<file path="src/pagpio_pkg.sv">
package pagpio_pkg;
  localparam int PAGPIO_WIDTH = 8;
  // register byte addresses on apb
  localparam logic [11:0] PAGPIO_OFF_PIN_LEVEL = 12'h000;
  localparam logic [11:0] PAGPIO_OFF_DIRECTION = 12'h004;
  localparam logic [11:0] PAGPIO_OFF_LATCH = 12'h008;
  localparam logic [11:0] PAGPIO_OFF_ANALOG = 12'h00c;
  localparam logic [11:0] PAGPIO_OFF_PERIPH_EN = 12'h010;
  // field positions and masks
  localparam int PAGPIO_INPUT_ONLY_POS = 3;
  localparam logic [7:0] PAGPIO_INPUT_ONLY_MASK = 8'h08;
  localparam logic [7:0] PAGPIO_ANALOG_IMPL_MASK = 8'h2f;
  // reset values
  localparam logic [7:0] PAGPIO_DIRECTION_RST = 8'hff;
  localparam logic [7:0] PAGPIO_LATCH_RST = 8'h00;
  localparam logic [7:0] PAGPIO_ANALOG_RST = 8'h2f;
  localparam logic [7:0] PAGPIO_PERIPH_EN_RST = 8'h00;
  // synchroniser depth
  localparam int PAGPIO_SYNC_STAGES = 2;
endpackage

</file>
<file path="src/pagpio_top.sv">
// Register access over APB and the placing of the registers were chosen for this implementation.
`timescale 1ns/1ps
// Notes on behaviour
// - an enabled peripheral takes the pin away from the port output; reads stay.
// - writes to latch register and pin level register both update the latch.
// - latch register reads latches; pin level register reads sensed pins.
// - analog select set disables that pin's digital input buffer.
// - eight-bit port; direction bit 1 makes the pin an input.
// - direction bit 0 drives the pin with its latch bit.
// - bit 3 input only; its direction bit always reads one.
// - pin level writes are read-modify-write into the latch.
// - direction bits control drivers even on analog pins.
// - digital reads of analog pins return zero.
// - analog select does not affect digital output.
// - analog select bits reset to analog.
// - analog select exists only on bits 5 and 3..0; others read zero.
// - highest priority enabled output function controls the pin.
module pagpio_top
  import pagpio_pkg::*;
#(
  parameter int WIDTH = PAGPIO_WIDTH
) (
  // clock and reset
  input wire logic mclk,
  input wire logic rst,
  // apb slave
  input wire logic psel,
  input wire logic penable,
  input wire logic pwrite,
  input wire logic [11:0] paddr,
  input wire logic [31:0] pwdata,
  input wire logic [3:0] pstrb,
  output logic [31:0] prdata,
  output logic pready,
  output logic pslverr,
  // pins
  input wire logic [WIDTH-1:0] pin_in,
  output logic [WIDTH-1:0] pin_out,
  output logic [WIDTH-1:0] pin_oe,
  // peripheral functions, hi wins over lo
  input wire logic [WIDTH-1:0] periph_hi_en,
  input wire logic [WIDTH-1:0] periph_hi_out,
  input wire logic [WIDTH-1:0] periph_lo_en,
  input wire logic [WIDTH-1:0] periph_lo_out,
  // buffered digital input to peripherals
  output logic [WIDTH-1:0] digital_in
);
  logic [WIDTH-1:0] port_direction_ctrl;
  logic [WIDTH-1:0] output_latch_reg;
  logic [WIDTH-1:0] analog_select_reg;
  logic [WIDTH-1:0] periph_en_reg;
  logic [WIDTH-1:0] pin_sync;
  logic [WIDTH-1:0] mux_oe;
  logic [WIDTH-1:0] mux_val;

  pagpio_sync #(.WIDTH(WIDTH)) u_sync (
    .mclk(mclk),
    .rst(rst),
    .async_in(pin_in),
    .sync_out(pin_sync)
  );

  // per-pin driver resolution
  genvar gi;
  generate
    for (gi = 0; gi < WIDTH; gi++) begin : g_pin
      pagpio_pin_mux u_mux (
        .port_drive_en(~port_direction_ctrl[gi]),
        .port_value(output_latch_reg[gi]),
        .periph_hi_en(periph_hi_en[gi] & periph_en_reg[gi]),
        .periph_hi_out(periph_hi_out[gi]),
        .periph_lo_en(periph_lo_en[gi] & periph_en_reg[gi]),
        .periph_lo_out(periph_lo_out[gi]),
        .pin_oe(mux_oe[gi]),
        .pin_val(mux_val[gi])
      );
    end
  endgenerate

  // apb decode
  wire setup_or_access = psel & penable;
  // a pin level write always lands; other registers need byte lane 0
  wire wr_access = setup_or_access & pwrite;
  wire wr_fire = wr_access & pstrb[0];
  wire hit_pin = paddr == PAGPIO_OFF_PIN_LEVEL;
  wire hit_dir = paddr == PAGPIO_OFF_DIRECTION;
  wire hit_lat = paddr == PAGPIO_OFF_LATCH;
  wire hit_ana = paddr == PAGPIO_OFF_ANALOG;
  wire hit_pen = paddr == PAGPIO_OFF_PERIPH_EN;
  wire hit_any = hit_pin | hit_dir | hit_lat | hit_ana | hit_pen;
  wire [WIDTH-1:0] wdata = pwdata[WIDTH-1:0];

  // input buffer gated by analog select
  wire [WIDTH-1:0] sensed = pin_sync & ~analog_select_reg;
  // read-modify-write: unwritten byte lanes keep the sensed level
  wire [WIDTH-1:0] rmw_value = pstrb[0] ? wdata : sensed;
  wire [WIDTH-1:0] dir_read = port_direction_ctrl | PAGPIO_INPUT_ONLY_MASK;
  wire [WIDTH-1:0] rd_byte =
    hit_pin ? sensed :
    hit_dir ? dir_read :
    hit_lat ? output_latch_reg :
    hit_ana ? (analog_select_reg & PAGPIO_ANALOG_IMPL_MASK) :
    hit_pen ? periph_en_reg : '0;
  wire lat_load = (hit_pin & wr_access) | (hit_lat & wr_fire);
  wire [WIDTH-1:0] lat_src = hit_pin ? rmw_value : wdata;
  wire [WIDTH-1:0] next_latch = lat_load ? lat_src : output_latch_reg;

  always_ff @(posedge mclk or posedge rst) begin
    if (rst) begin
      port_direction_ctrl <= PAGPIO_DIRECTION_RST;
      output_latch_reg <= PAGPIO_LATCH_RST;
      analog_select_reg <= PAGPIO_ANALOG_RST;
      periph_en_reg <= PAGPIO_PERIPH_EN_RST;
    end else begin
      output_latch_reg <= next_latch;
      if (wr_fire && hit_dir) begin
        port_direction_ctrl <= wdata | PAGPIO_INPUT_ONLY_MASK;
      end
      if (wr_fire && hit_ana) begin
        analog_select_reg <= wdata & PAGPIO_ANALOG_IMPL_MASK;
      end
      if (wr_fire && hit_pen) begin
        periph_en_reg <= wdata;
      end
    end
  end

  always_ff @(posedge mclk or posedge rst) begin
    if (rst) begin
      prdata <= '0;
      pready <= 1'b0;
      pslverr <= 1'b0;
    end else begin
      pready <= psel & ~penable;
      pslverr <= psel & ~penable & ~hit_any;
      prdata <= (psel & ~penable & ~pwrite) ? {24'h000000, rd_byte} : 32'h00000000;
    end
  end

  always_ff @(posedge mclk or posedge rst) begin
    if (rst) begin
      pin_out <= '0;
      pin_oe <= '0;
      digital_in <= '0;
    end else begin
      pin_oe <= mux_oe & ~PAGPIO_INPUT_ONLY_MASK;
      pin_out <= mux_val;
      digital_in <= sensed;
    end
  end

  AST_DIR3_ONE: assert property (@(posedge mclk) disable iff (rst)
    port_direction_ctrl[PAGPIO_INPUT_ONLY_POS]) else $error("bit 3 direction not one");
  AST_ANA_UNIMPL: assert property (@(posedge mclk) disable iff (rst)
    (analog_select_reg & ~PAGPIO_ANALOG_IMPL_MASK) == '0) else $error("bad analog bit");
  AST_LAT_WRITE: assert property (@(posedge mclk) disable iff (rst)
    (wr_fire && hit_lat) |=> output_latch_reg == $past(wdata))
    else $error("latch write lost");
  AST_PIN_WRITE: assert property (@(posedge mclk) disable iff (rst)
    (wr_fire && hit_pin) |=> output_latch_reg == $past(wdata))
    else $error("pin level write lost");
  AST_DRIVE: assert property (@(posedge mclk) disable iff (rst)
    ##1 (pin_oe == ($past(mux_oe) & ~PAGPIO_INPUT_ONLY_MASK)))
    else $error("drive enable mismatch");
  AST_INPUT_TRI: assert property (@(posedge mclk) disable iff (rst)
    (port_direction_ctrl[0] && !periph_hi_en[0] && !periph_lo_en[0]) |=> !pin_oe[0])
    else $error("input pin driven");
  AST_PERIPH_WINS: assert property (@(posedge mclk) disable iff (rst)
    (periph_en_reg[0] && periph_hi_en[0]) |=> pin_out[0] == $past(periph_hi_out[0]))
    else $error("priority wrong");
  AST_ANALOG_ZERO: assert property (@(posedge mclk) disable iff (rst)
    (analog_select_reg[0]) |-> !sensed[0]) else $error("analog pin reads one");
  AST_ANALOG_DRIVES: assert property (@(posedge mclk) disable iff (rst)
    (analog_select_reg[1] && !port_direction_ctrl[1] && !periph_en_reg[1]) |=>
    (pin_oe[1] && pin_out[1] == $past(output_latch_reg[1])))
    else $error("analog pin not driving");
  AST_APB_ONE_WAIT: assert property (@(posedge mclk) disable iff (rst)
    (psel && !penable) |=> pready) else $error("pready late");

  COV_WRITE_LAT: cover property (@(posedge mclk) disable iff (rst) wr_fire && hit_lat);
  COV_READ_PIN: cover property (@(posedge mclk) disable iff (rst)
    setup_or_access && !pwrite && hit_pin);
  COV_PERIPH: cover property (@(posedge mclk) disable iff (rst) |(mux_oe & periph_en_reg));
  COV_UNMAPPED: cover property (@(posedge mclk) disable iff (rst) pslverr && pready);
endmodule

</file>
<file path="src/pagpio_sync.sv">
`timescale 1ns/1ps
module pagpio_sync
  import pagpio_pkg::*;
#(
  parameter int WIDTH = PAGPIO_WIDTH
) (
  // clock and reset
  input wire logic mclk,
  input wire logic rst,
  // asynchronous in, synchronous out
  input wire logic [WIDTH-1:0] async_in,
  output logic [WIDTH-1:0] sync_out
);
  logic [WIDTH-1:0] stage1;

  always_ff @(posedge mclk or posedge rst) begin
    if (rst) begin
      stage1 <= '0;
      sync_out <= '0;
    end else begin
      stage1 <= async_in;
      sync_out <= stage1;
    end
  end
endmodule

</file>
<file path="src/pagpio_pin_mux.sv">
`timescale 1ns/1ps
module pagpio_pin_mux (
  // port side
  input wire logic port_drive_en,
  input wire logic port_value,
  // two peripheral functions, periph_hi wins
  input wire logic periph_hi_en,
  input wire logic periph_hi_out,
  input wire logic periph_lo_en,
  input wire logic periph_lo_out,
  // resolved pin drive
  output logic pin_oe,
  output logic pin_val
);
  wire any_periph = periph_hi_en | periph_lo_en;
  wire periph_val = periph_hi_en ? periph_hi_out : periph_lo_out;

  assign pin_oe = any_periph | port_drive_en;
  assign pin_val = any_periph ? periph_val : port_value;
endmodule

</file>
<file path="config.mk">
export PLATFORM = sky130hd
export DESIGN_NAME = pagpio_top
export DESIGN_NICKNAME = d
export VERILOG_FILES = /design/src/pagpio_pkg.sv /design/src/pagpio_top.sv /design/src/pagpio_sync.sv /design/src/pagpio_pin_mux.sv
export SDC_FILE = /design/constraint.sdc
export NUM_CORES = 1
export LEC_CHECK = 0
export BUFFER_PORTS_ARGS = -buffer_cell sky130_fd_sc_hd__clkbuf_2
export CELL_PAD_IN_SITES_DETAIL_PLACEMENT = 1
export CELL_PAD_IN_SITES_GLOBAL_PLACEMENT = 1
export CORE_MARGIN = 4
export CORE_UTILIZATION = 38
export DETAILED_ROUTE_END_ITERATION = 6
export GPL_ROUTABILITY_DRIVEN = 1
export GPL_TIMING_DRIVEN = 0
export HOLD_SLACK_MARGIN = 0.05
export PLACE_DENSITY_LB_ADDON = 0.1
export SYNTH_ARGS = -nofsm -noshare
export SYNTH_HDL_FRONTEND = slang
export SYNTH_SLANG_ARGS = --single-unit
</file>
<file path="constraint.sdc">
create_clock -name mclk -period 5.2 [get_ports mclk]
set_input_delay 0.78 -clock mclk [delete_from_list [all_inputs] [get_ports mclk]]
set_output_delay 0.78 -clock mclk [all_outputs]
set_load 0.1 [all_outputs]
</file>
==> flow_summary.json, run 1 <==
{
  "status": "complete, no violations",
  "die_area_um2": 10500,
  "report.final.setup_viol": 0,
  "drc_violation_count_after_routing": 0,
  "timing.critical_path.arrival_ns": 2.80,
  "slew_headroom_pct": 40.2,
  "dr.first_iter.drc_count": 64,
  "fin_setup_tns_ns": 0,
  "postSynth.topFlopCell": "sky130_fd_sc_hd__dfrtp_1",
  "crit_path_start_kind": "input port",
  "floorplan.initialDensity_pct": 38.9,
  "ant_nets": 0,
  "ys_seq_area_share_pct": 57.3,
  "post-route-period-util_pct": 49.6,
  "post_cts_hold_buffer_count": 0,
  "cap_violations": 0,
  "cts_post_setup_buffers_inserted": 0,
  "worstPathMaxFanout": 8,
  "max_freq_mhz": 387,
  "setup_skew_ns": 0.00691,
  "number_of_enable_flip_flop_cells_after_synthesis": 0,
  "hold_path_class": "reg2reg",
  "pre_repair_dr_iteration_count": 4,
  "report.final.slew_viol_count": 0,
  "cts_tree": "done",
  "areaGrowthSynthToFinish_pct": 28.2,
  "max-clock-path-buffers": 2,
  "post_cts_resize_count": 0,
  "first_global_vias": 2730,
  "synth-seq-cells": 77,
  "cts-buffers-inserted": 9,
  "critical_path_required_ns": 5.42,
  "post_route_cells_drive_above_1_share_pct": 45.8,
  "viasPerCell": 4.89,
  "boundaryPins": 151,
  "report.power.total_mw": 1.31,
  "ir_worst_vdd_mv": 0.140,
  "rsz0062_at_grt": "no",
  "vias": 2557,
  "worst_pin_slew_ns": 0.892,
  "die_x_um": 102,
  "grtUsageTotal_pct": 17.1,
  "fillCellCount": 977,
  "netlist_instances": 278,
  "h_tree_levels": 3,
  "p_leak_nw": 2.12,
  "n_antenna_cell": 0,
  "drt-wirelength-per-cell_um": 16.4,
  "critPathCaptureType": "flip-flop",
  "cts_root_buffer": "sky130_fd_sc_hd__clkbuf_8",
  "port_buffers": 97,
  "finish.net_count": 504,
  "core_area_um2": 8720,
  "netlist-cell-type-count": 42,
  "cts.reportedPaths.clkPinSlew_ns": 0.08,
  "die_height_um": 102,
  "share_of_synthesized_flip_flops_with_an_asynchronous_set_or_reset_pct": 100,
  "powerDensity_nw_per_um2": 302,
  "syn_area_per_cell_um2": 12.2,
  "cell_rows": 34,
  "worstSkewPairLatency_ns": 0.34,
  "wl_um": 8590,
  "yosysWarningCount": 0,
  "hold_violations": 0,
  "period_needed_ns": 2.58,
  "grt_max_degree": 50,
  "routabilityCongestion": 0.769,
  "detailed_place_hpwl_um": 6550,
  "grt_pass1_wl_um": 13600,
  "gr-total-overflow": 0,
  "clock_sink_count": 77,
  "netlist_area_um2": 3390,
  "antenna_violations_before_repair": 0,
  "worstSetupPathType": "in2reg"
}
[worst paths after layout]
check	end	cells after the start	startpoint	slack, ns
setup / recovery	output_latch_reg[1]$_DFFE_PP0P_	5	paddr[9]	2.62
hold / removal	u_sync.sync_out[1]$_DFF_PP0_	0	u_sync.stage1[1]$_DFF_PP0_	0.35
setup reg to reg	prdata[0]$_DFF_PP0_	4	analog_select_reg[0]$_DFFE_PP1P_	3.92
hold reg to reg	u_sync.sync_out[1]$_DFF_PP0_	0	u_sync.stage1[1]$_DFF_PP0_	0.35
max in group asynchronous	analog_select_reg[5]$_DFFE_PP1P_	3	rst	4.16
min in group asynchronous	pin_oe[7]$_DFF_PP0_	2	rst	0.41
[routing by layer]
layer  GRT usage [%]  share of wire [%]
met1            22.1                 43
met2            27.6                 49
met3            3.96                6.2
met4            7.37                1.9
met5               0                  0
[per-stage QoR]
| step | area, µm² | hold slack, ns | instances | util, % | worst slack [ns] |
|---|---|---|---|---|---|
| after floorplan | 3480 | 0.331 | 302 | - | 2.47 |
| after global placement | 4100 | 0.334 | 507 | 47.0 | 1.58 |
| after global routing | 4340 | 0.349 | 523 | 49.8 | 2.45 |
| final | 4340 | 0.347 | 523 | 49.8 | 2.62 |
| after CTS | 4340 | 0.348 | 523 | 49.8 | 2.59 |
| after detailed placement | 4130 | 0.336 | 508 | 47.4 | 2.27 |
[worst max-delay path, stage by stage]
cell and delay, ns:
sky130_fd_sc_hd__clkbuf_2 0.09, sky130_fd_sc_hd__nor4_2 0.45, sky130_fd_sc_hd__nand2_1 0.33, sky130_fd_sc_hd__a2111oi_4 0.73, sky130_fd_sc_hd__mux2_2 0.42
[layout by cell type (no fill, tap or decap), types with 2 or more instances in the layout]
cell | netlist | final
sky130_fd_sc_hd__o21ai_0 | 8 | 8
sky130_fd_sc_hd__nor2_1 | 3 | 3
sky130_fd_sc_hd__bufinv_16 | 0 | 2
sky130_fd_sc_hd__clkbuf_8 | 0 | 10
sky130_fd_sc_hd__nor4_1 | 2 | 2
sky130_fd_sc_hd__or3_1 | 2 | 2
sky130_fd_sc_hd__dfstp_2 | 12 | 12
sky130_fd_sc_hd__mux2_2 | 32 | 32
sky130_fd_sc_hd__nor4_2 | 2 | 2
sky130_fd_sc_hd__o311ai_0 | 2 | 2
sky130_fd_sc_hd__dfrtp_1 | 65 | 65
sky130_fd_sc_hd__nand2_1 | 32 | 32
sky130_fd_sc_hd__clkbuf_2 | 0 | 97
sky130_fd_sc_hd__nand4_1 | 2 | 2
sky130_fd_sc_hd__nand3_1 | 3 | 3
sky130_fd_sc_hd__or4_1 | 2 | 2
sky130_fd_sc_hd__clkbuf_1 | 4 | 5
sky130_fd_sc_hd__inv_1 | 7 | 6
sky130_fd_sc_hd__nand3b_1 | 8 | 8
sky130_fd_sc_hd__buf_4 | 25 | 25
sky130_fd_sc_hd__nor3_1 | 8 | 8
sky130_fd_sc_hd__conb_1 | 1 | 25
sky130_fd_sc_hd__o2bb2ai_1 | 2 | 2
sky130_fd_sc_hd__a211oi_1 | 2 | 2
sky130_fd_sc_hd__nor2b_1 | 10 | 10
sky130_fd_sc_hd__mux2i_1 | 8 | 8
sky130_fd_sc_hd__a22o_1 | 8 | 8
sky130_fd_sc_hd__o211ai_1 | 2 | 2
sky130_fd_sc_hd__a21oi_1 | 10 | 10
[Yosys cell counts, types with 3 or more instances]
library cell | n | area share, %
sky130_fd_sc_hd__nand2_1 | 32 | 3.5
sky130_fd_sc_hd__mux2_2 | 32 | 11
sky130_fd_sc_hd__o21ai_0 | 8 | 1.2
sky130_fd_sc_hd__dfrtp_1 | 65 | 48
sky130_fd_sc_hd__nor2b_1 | 10 | 1.8
sky130_fd_sc_hd__dfstp_2 | 12 | 9.3
sky130_fd_sc_hd__mux2i_1 | 8 | 2.4
sky130_fd_sc_hd__nand3b_1 | 8 | 1.8
sky130_fd_sc_hd__nor2_1 | 3 | 0.33
sky130_fd_sc_hd__buf_4 | 25 | 5.5
sky130_fd_sc_hd__nand3_1 | 3 | 0.44
sky130_fd_sc_hd__nor3_1 | 8 | 1.2
sky130_fd_sc_hd__a22o_1 | 8 | 2.1
sky130_fd_sc_hd__clkbuf_1 | 4 | 0.44
sky130_fd_sc_hd__a21oi_1 | 10 | 1.5
sky130_fd_sc_hd__inv_1 | 7 | 0.78
[power breakdown]
part	internal, mW	switching [mW]	leakage, nW
Clock	0.280	0.212	0.105
Combinational	0.0475	0.158	1.10
Sequential	0.609	0.00371	0.917
[final cells by class]
| type | instances | area (µm²) | area share (%) |
|---|---|---|---|
| timing repair buffer | 98 | 513 | 11.8 |
| clock buffer | 11 | 141 | 3.25 |
| sequential | 77 | 1940 | 44.7 |
| buffer | 31 | 211 | 4.87 |
| inverter | 7 | 28.8 | 0.662 |
| tap | 108 | 135 | 3.11 |
| multi-input combinational | 187 | 1300 | 29.9 |
| clock inverter | 4 | 72.6 | 1.67 |
[logic make-up (layout without fill, tap and decap cells)]
| kind of cell | count (synthesis) | after routing | synth area share (%) |
|---|---|---|---|
| buffers and inverters | 38 | 151 | 7.01 |
| multiplexers | 40 | 40 | 13.0 |
| other | 1 | 25 | 0.111 |
| flip-flops | 77 | 77 | 57.3 |
| AO/OA/AOI/OAI | 42 | 42 | 9.23 |
| AND/OR/NAND/NOR | 80 | 80 | 13.4 |
Note: power is estimated with default switching activity, not from simulation.
==> run 2, diff against run 1 <==
CORE_UTILIZATION = 36   (was 38)
clock period = 2.6 ns   (was 5.2 ns; I/O delays follow)
==> run 2 against run 1 <==
First-iteration DRC count increased by 28%. Critical path depth unchanged. Sequential power increased by 100%. Clock power increased by 120%. Critical path type unchanged. Largest power group unchanged.
==> flow_summary.json, run 2 (synthesis gave the netlist of run 1 again) <==
{
  "die_area_um2": 11000,
  "layoutNonFillerInstCount": 528,
  "worst_pin_slew_ns": 0.925,
  "post_route_cells_drive_above_1_share_pct": 45.6,
  "reg2reg_slack_ns": 1.33,
  "h_tree_levels": 3,
  "viasPerCell": 4.84,
  "status": "complete, no violations",
  "fin_area_um2": 4380,
  "sequentialPowerShare_pct": 45.1,
  "placed_cells": 511,
  "path_cells": "clkbuf_2 -> nor4_2 -> nand2_1 -> a2111oi_4 -> mux2_2",
  "cts_post_setup_buffers_inserted": 0,
  "worstSetupPathType": "in2reg",
  "grtUsageTotal_pct": 16.2,
  "vias": 2554,
  "post_cts_resize_count": 0,
  "report.final.slew_viol_count": 0,
  "max_stage_delay_ns": 0.74,
  "core_area_um2": 9200,
  "detailed_place_hpwl_um": 6480,
  "period_needed_ns": 2.23,
  "worstPathMaxFanout": 8,
  "port_buffers": 97,
  "drt-wirelength-per-cell_um": 16.1,
  "grt_max_degree": 47,
  "postPlaceCellArea_um2": 4130,
  "setup_skew_ns": 0.00823,
  "hold_violations": 0,
  "regToRegEndpoint": "output_latch_reg[2]$_DFFE_PP0P_",
  "report.power.total_mw": 2.72,
  "cts_tree": "done",
  "cts-buffers-inserted": 9,
  "ant_nets": 0,
  "clkPwrFrac_pct": 39.7,
  "cell_rows": 35,
  "wl_um": 8480,
  "boundaryPins": 151,
  "reg2reg_from": "analog_select_reg[2]$_DFFE_PP1P_",
  "n_antenna_cell": 0,
  "die_height_um": 105,
  "first_element_of_the_critical_path": "paddr[9]",
  "mostFrequentLayoutCell": "sky130_fd_sc_hd__clkbuf_2",
  "p_comb_share_pct": 15.2,
  "post_cts_hold_buffer_count": 1,
  "slew_headroom_pct": 38.0,
  "cap_violations": 0,
  "cell_internal_pwr_mw": 1.98,
  "cts_root_buffer": "sky130_fd_sc_hd__clkbuf_8",
  "finish.net_count": 505,
  "crit_path_start_kind": "input port",
  "crit_slowest_cell": "sky130_fd_sc_hd__a2111oi_4",
  "dr.first_iter.drc_count": 82,
  "gr-total-overflow": 0,
  "antenna_violations_before_repair": 0,
  "drc_violation_count_after_routing": 0,
  "post-route-period-util_pct": 85.6,
  "clock_sink_count": 77,
  "reg2regPathDepth": 3,
  "cts.reportedPaths.clkPinSlew_ns": 0.07,
  "critical_path_required_ns": 2.83,
  "ir_worst_vdd_mv": 0.299,
  "die_x_um": 105,
  "timing.critical_path.arrival_ns": 2.45,
  "worst_setup_path_end": "output_latch_reg[4]$_DFFE_PP0P_",
  "powerDensity_nw_per_um2": 620,
  "pre_repair_dr_iteration_count": 4,
  "power.switching_mw": 0.738,
  "report.final.setup_viol": 0,
  "hold_path_class": "in2reg",
  "worstSkewPairLatency_ns": 0.34,
  "rsz0062_at_grt": "no",
  "routabilityCongestion": 0.799,
  "fin_setup_tns_ns": 0,
  "areaGrowthSynthToFinish_pct": 29.3,
  "first_global_vias": 2782,
  "mostFrequentLayoutCells": "97 x sky130_fd_sc_hd__clkbuf_2, 65 x sky130_fd_sc_hd__dfrtp_1, 32 x sky130_fd_sc_hd__nand2_1, 32 x sky130_fd_sc_hd__mux2_2",
  "max-clock-path-buffers": 2,
  "floorplan.initialDensity_pct": 36.9,
  "max_freq_mhz": 449,
  "p_leak_nw": 2.14,
  "power.share.switching_pct": 27.2,
  "grt_pass1_wl_um": 14000,
  "critPathCaptureType": "flip-flop"
}
run 2: cell types whose count changed in the layout (fill, tap and decap cells not counted), sizes merged:
cell / before / now
dlygate4sd3: 0 / 1
clkinvlp: 1 / 0
clkbuf: 112 / 113
bufinv: 2 / 3
run 2: cell type report:
cell class / instances / area, µm²
buffer: 31 / 211
clock inverter: 4 / 95.1
inverter: 7 / 28.8
sequential: 77 / 1940
fill: 1065 / 4810
multi-input combinational: 187 / 1300
clock buffer: 12 / 145
tap: 111 / 139
timing repair buffer: 99 / 523
run 2: stage by stage:
step	util [%]	hold slack (ns)	setup WS (ns)
4_1_cts	47.7	0.128	0.410
2_1_floorplan	-	0.331	0.263
3_5_place_dp	45.0	0.336	0.0485
6_report	47.7	0.152	0.373
5_1_grt	47.7	0.120	0.226
3_3_place_gp	44.6	0.333	-0.674
run 2: worst min-delay path by stage:
stage	cells past startpoint	start	to
finish	1	pin_in[7]	u_sync.stage1[7]$_DFF_PP0_
global route	1	pin_in[7]	u_sync.stage1[7]$_DFF_PP0_
CTS	1	pin_in[5]	u_sync.stage1[5]$_DFF_PP0_
detailed placement	0	u_sync.stage1[2]$_DFF_PP0_	u_sync.sync_out[2]$_DFF_PP0_
global placement	0	u_sync.stage1[7]$_DFF_PP0_	u_sync.sync_out[7]$_DFF_PP0_
floorplan	0	u_sync.stage1[0]$_DFF_PP0_	u_sync.sync_out[0]$_DFF_PP0_
run 2: power groups by stage:
| stage | logic [mW] | registers [mW] | clock network [mW] |
|---|---|---|---|
| after CTS | 0.413 | 1.23 | 1.12 |
| final | 0.412 | 1.23 | 1.08 |
| after global routing | 0.438 | 1.23 | 1.17 |
| after global placement | 0.401 | 1.25 | 0 |
| after detailed placement | 0.411 | 1.25 | 0 |
| after floorplan | 0.251 | 1.31 | 0 |
run 2: per-layer routing:
layer  GRT usage, %  part of all wire (%)
met1           19.2                    41
met2           28.0                    51
met3           5.00                   6.1
met4           4.78                  0.98
met5              0                     0
run 2: critical path, delay by kind of cell:
kind            cells  cell delay, ns
compound gates      1            0.74
mux                 1            0.42
buf+inv             1            0.09
simple gates        2            0.81
==> run 3, diff against run 2 <==
CORE_UTILIZATION = 32   (was 36)
clock period = 2 ns   (was 2.6 ns; I/O delays follow)
==> run 3 against run 2 <==
Via count grew 2.7%. Clock power is 42% higher. Worst hold slack got worse by 0.0052 ns. Final area increased by 4.2%. Largest power group unchanged. Critical path depth stayed put. Critical path type unchanged. Sequential cell count is the same. Critical endpoint is now analog_select_reg[3]$_DFFE_PP1P_. Combinational power up 34%. First-iteration DRC count rose by 1.2%. Register-to-register slack got worse by 0.61 ns. Largest cell class unchanged. Sequential power rose by 29%. Count of clock-buffer cells in the layout unchanged.
==> flow_summary.json, run 3 (synthesis gave the netlist of run 1 again) <==
{
  "critPathCaptureType": "flip-flop",
  "first_element_of_the_critical_path": "paddr[9]",
  "placed_cells": 537,
  "cts_root_buffer": "sky130_fd_sc_hd__clkbuf_8",
  "max-clock-path-buffers": 2,
  "hold_violations": 0,
  "p_leak_nw": 2.22,
  "grt_max_degree": 30,
  "n_antenna_cell": 0,
  "fillCellCount": 1174,
  "fin_setup_tns_ns": 0,
  "cts_tree": "done",
  "setup_skew_ns": 0.00684,
  "first_global_vias": 2847,
  "cap_violations": 0,
  "clkPwrFrac_pct": 41.6,
  "cts-buffers-inserted": 9,
  "floorplan.initialDensity_pct": 32.8,
  "worstSkewPairLatency_ns": 0.35,
  "crit_path_start_kind": "input port",
  "layoutNonFillerInstCount": 567,
  "post-route-period-util_pct": 93.4,
  "vias": 2622,
  "drt-wirelength-per-cell_um": 15.9,
  "areaGrowthSynthToFinish_pct": 34.8,
  "grt_pass1_wl_um": 14700,
  "grtUsageTotal_pct": 15.3,
  "gr-total-overflow": 0,
  "crit_slowest_cell": "sky130_fd_sc_hd__or4_1",
  "finalCoreUtilization_pct": 44.2,
  "wl_um": 9010,
  "drc_violation_count_after_routing": 0,
  "worst_pin_slew_ns": 0.834,
  "worstSetupPathType": "in2reg",
  "core_area_um2": 10300,
  "powerDensity_nw_per_um2": 805,
  "timing.critical_path.arrival_ns": 2.15,
  "die_height_um": 111,
  "post_route_cells_drive_above_1_share_pct": 45.2,
  "boundaryPins": 151,
  "hold-worst-slack_ns": 0.147,
  "worstPathMaxFanout": 5,
  "port_buffers": 97,
  "mostFrequentLayoutCells": "97 x sky130_fd_sc_hd__clkbuf_2, 65 x sky130_fd_sc_hd__dfrtp_1, 32 x sky130_fd_sc_hd__nand2_1, 32 x sky130_fd_sc_hd__mux2_2, 30 x sky130_fd_sc_hd__buf_4",
  "power.share.switching_pct": 27.1,
  "antenna_violations_before_repair": 0,
  "max_freq_mhz": 535,
  "status": "complete, no violations",
  "clock_sink_count": 77,
  "path_cells": "clkbuf_2 -> or4_1 -> or4_4 -> nor2_4 -> mux2_2",
  "hold_path_class": "in2reg",
  "routabilityCongestion": 0.780,
  "detailed_place_hpwl_um": 6640,
  "period_needed_ns": 1.87,
  "min_from": "penable",
  "cp_top_family": "simple AND/OR/NAND/NOR gates",
  "report.final.slew_viol_count": 0,
  "slew_headroom_pct": 44.3,
  "reg2reg_from": "analog_select_reg[2]$_DFFE_PP1P_",
  "viasPerCell": 4.62,
  "ir_worst_vdd_mv": 0.282,
  "die_x_um": 111,
  "p_comb_share_pct": 15.0,
  "die_area_um2": 12300,
  "rsz0062_at_grt": "no",
  "ant_nets": 0,
  "finish.net_count": 519,
  "dr.first_iter.drc_count": 83,
  "power.switching_mw": 0.997,
  "critical_path_required_ns": 2.28,
  "cell_internal_pwr_mw": 2.68,
  "max_stage_delay_ns": 0.59,
  "sequentialPowerShare_pct": 43.4,
  "reg2reg_slack_ns": 0.72,
  "mostFrequentLayoutCell": "sky130_fd_sc_hd__clkbuf_2",
  "h_tree_levels": 3,
  "cell_rows": 37,
  "report.final.setup_viol": 0,
  "cts.reportedPaths.clkPinSlew_ns": 0.08,
  "worst-path-buf-inv": 1,
  "pre_repair_dr_iteration_count": 3
}
[run 3: cell count changes in the layout (fill, tap and decap cells not counted)]
cell,before,now
sky130_fd_sc_hd__buf_16,1,0
sky130_fd_sc_hd__clkinv_2,1,0
sky130_fd_sc_hd__buf_4,25,30
sky130_fd_sc_hd__nor3_2,1,0
sky130_fd_sc_hd__dlygate4sd3_1,1,9
sky130_fd_sc_hd__clkinvlp_4,0,1
sky130_fd_sc_hd__inv_4,1,0
sky130_fd_sc_hd__clkbuf_8,10,9
sky130_fd_sc_hd__nor3_4,0,1
sky130_fd_sc_hd__buf_12,0,2
sky130_fd_sc_hd__bufinv_16,3,4
sky130_fd_sc_hd__clkbuf_1,6,7
[run 3: worst register-to-register path, stage by stage (launching register included)]
cell and delay (ns):
sky130_fd_sc_hd__dfstp_2 0.55, sky130_fd_sc_hd__inv_1 0.05, sky130_fd_sc_hd__a311oi_1 0.30, sky130_fd_sc_hd__a21oi_1 0.08, sky130_fd_sc_hd__o31ai_1 0.21
[run 3: worst paths after layout]
check	cells past startpoint	end
worst max-delay path	5	analog_select_reg[3]$_DFFE_PP1P_
worst min register to register	0	u_sync.sync_out[2]$_DFF_PP0_
worst max register to register	4	prdata[2]$_DFF_PP0_
min in group asynchronous	3	u_sync.sync_out[5]$_DFF_PP0_
max in group asynchronous	4	analog_select_reg[1]$_DFFE_PP1P_
worst min-delay path	2	pready$_DFF_PP0_
[run 3: timing repair]
item,4_1_cts,5_1_grt
setup endpoints to repair,14,0
resized for setup,1,0
hold buffers,9,0
endpoints found under the hold margin,26,0
setup buffers,5,0
[run 3: per-stage QoR]
stage	setup slack, ns	power [mW]	instance area (µm²)
floorplan	0.0508	2.03	3480
global placement	-0.470	2.15	4140
detailed placement	-0.459	2.16	4180
CTS	0.147	3.73	4570
global route	0.0657	3.84	4570
finish	0.131	3.68	4570
[run 3: area by class of cell]
type                    instances  area, µm²  area share, %
clock buffers                  12        135           2.96
well taps                     136        170           3.73
inverters                       7       30.0          0.657
repair buffers                113        653           14.3
multi-input cells             187       1310           28.6
plain buffers                  31        211           4.63
clock inverters                 4        120           2.63
flip-flops and latches         77       1940           42.5
[run 3: metal layers]
metal  GRT usage [%]  share of wire (%)
met5               0                  0
met3            4.69                6.0
met4            6.65                2.4
met2            24.6                 48
met1            18.9                 44
[run 3: power by group through the flow]
| stage | sequential [mW] | combinational (mW) | clock (mW) |
|---|---|---|---|
| finish | 1.59 | 0.552 | 1.53 |
| global placement | 1.62 | 0.524 | 0 |
| CTS | 1.59 | 0.554 | 1.58 |
| global route | 1.60 | 0.587 | 1.66 |
| detailed placement | 1.62 | 0.539 | 0 |
| floorplan | 1.70 | 0.327 | 0 |
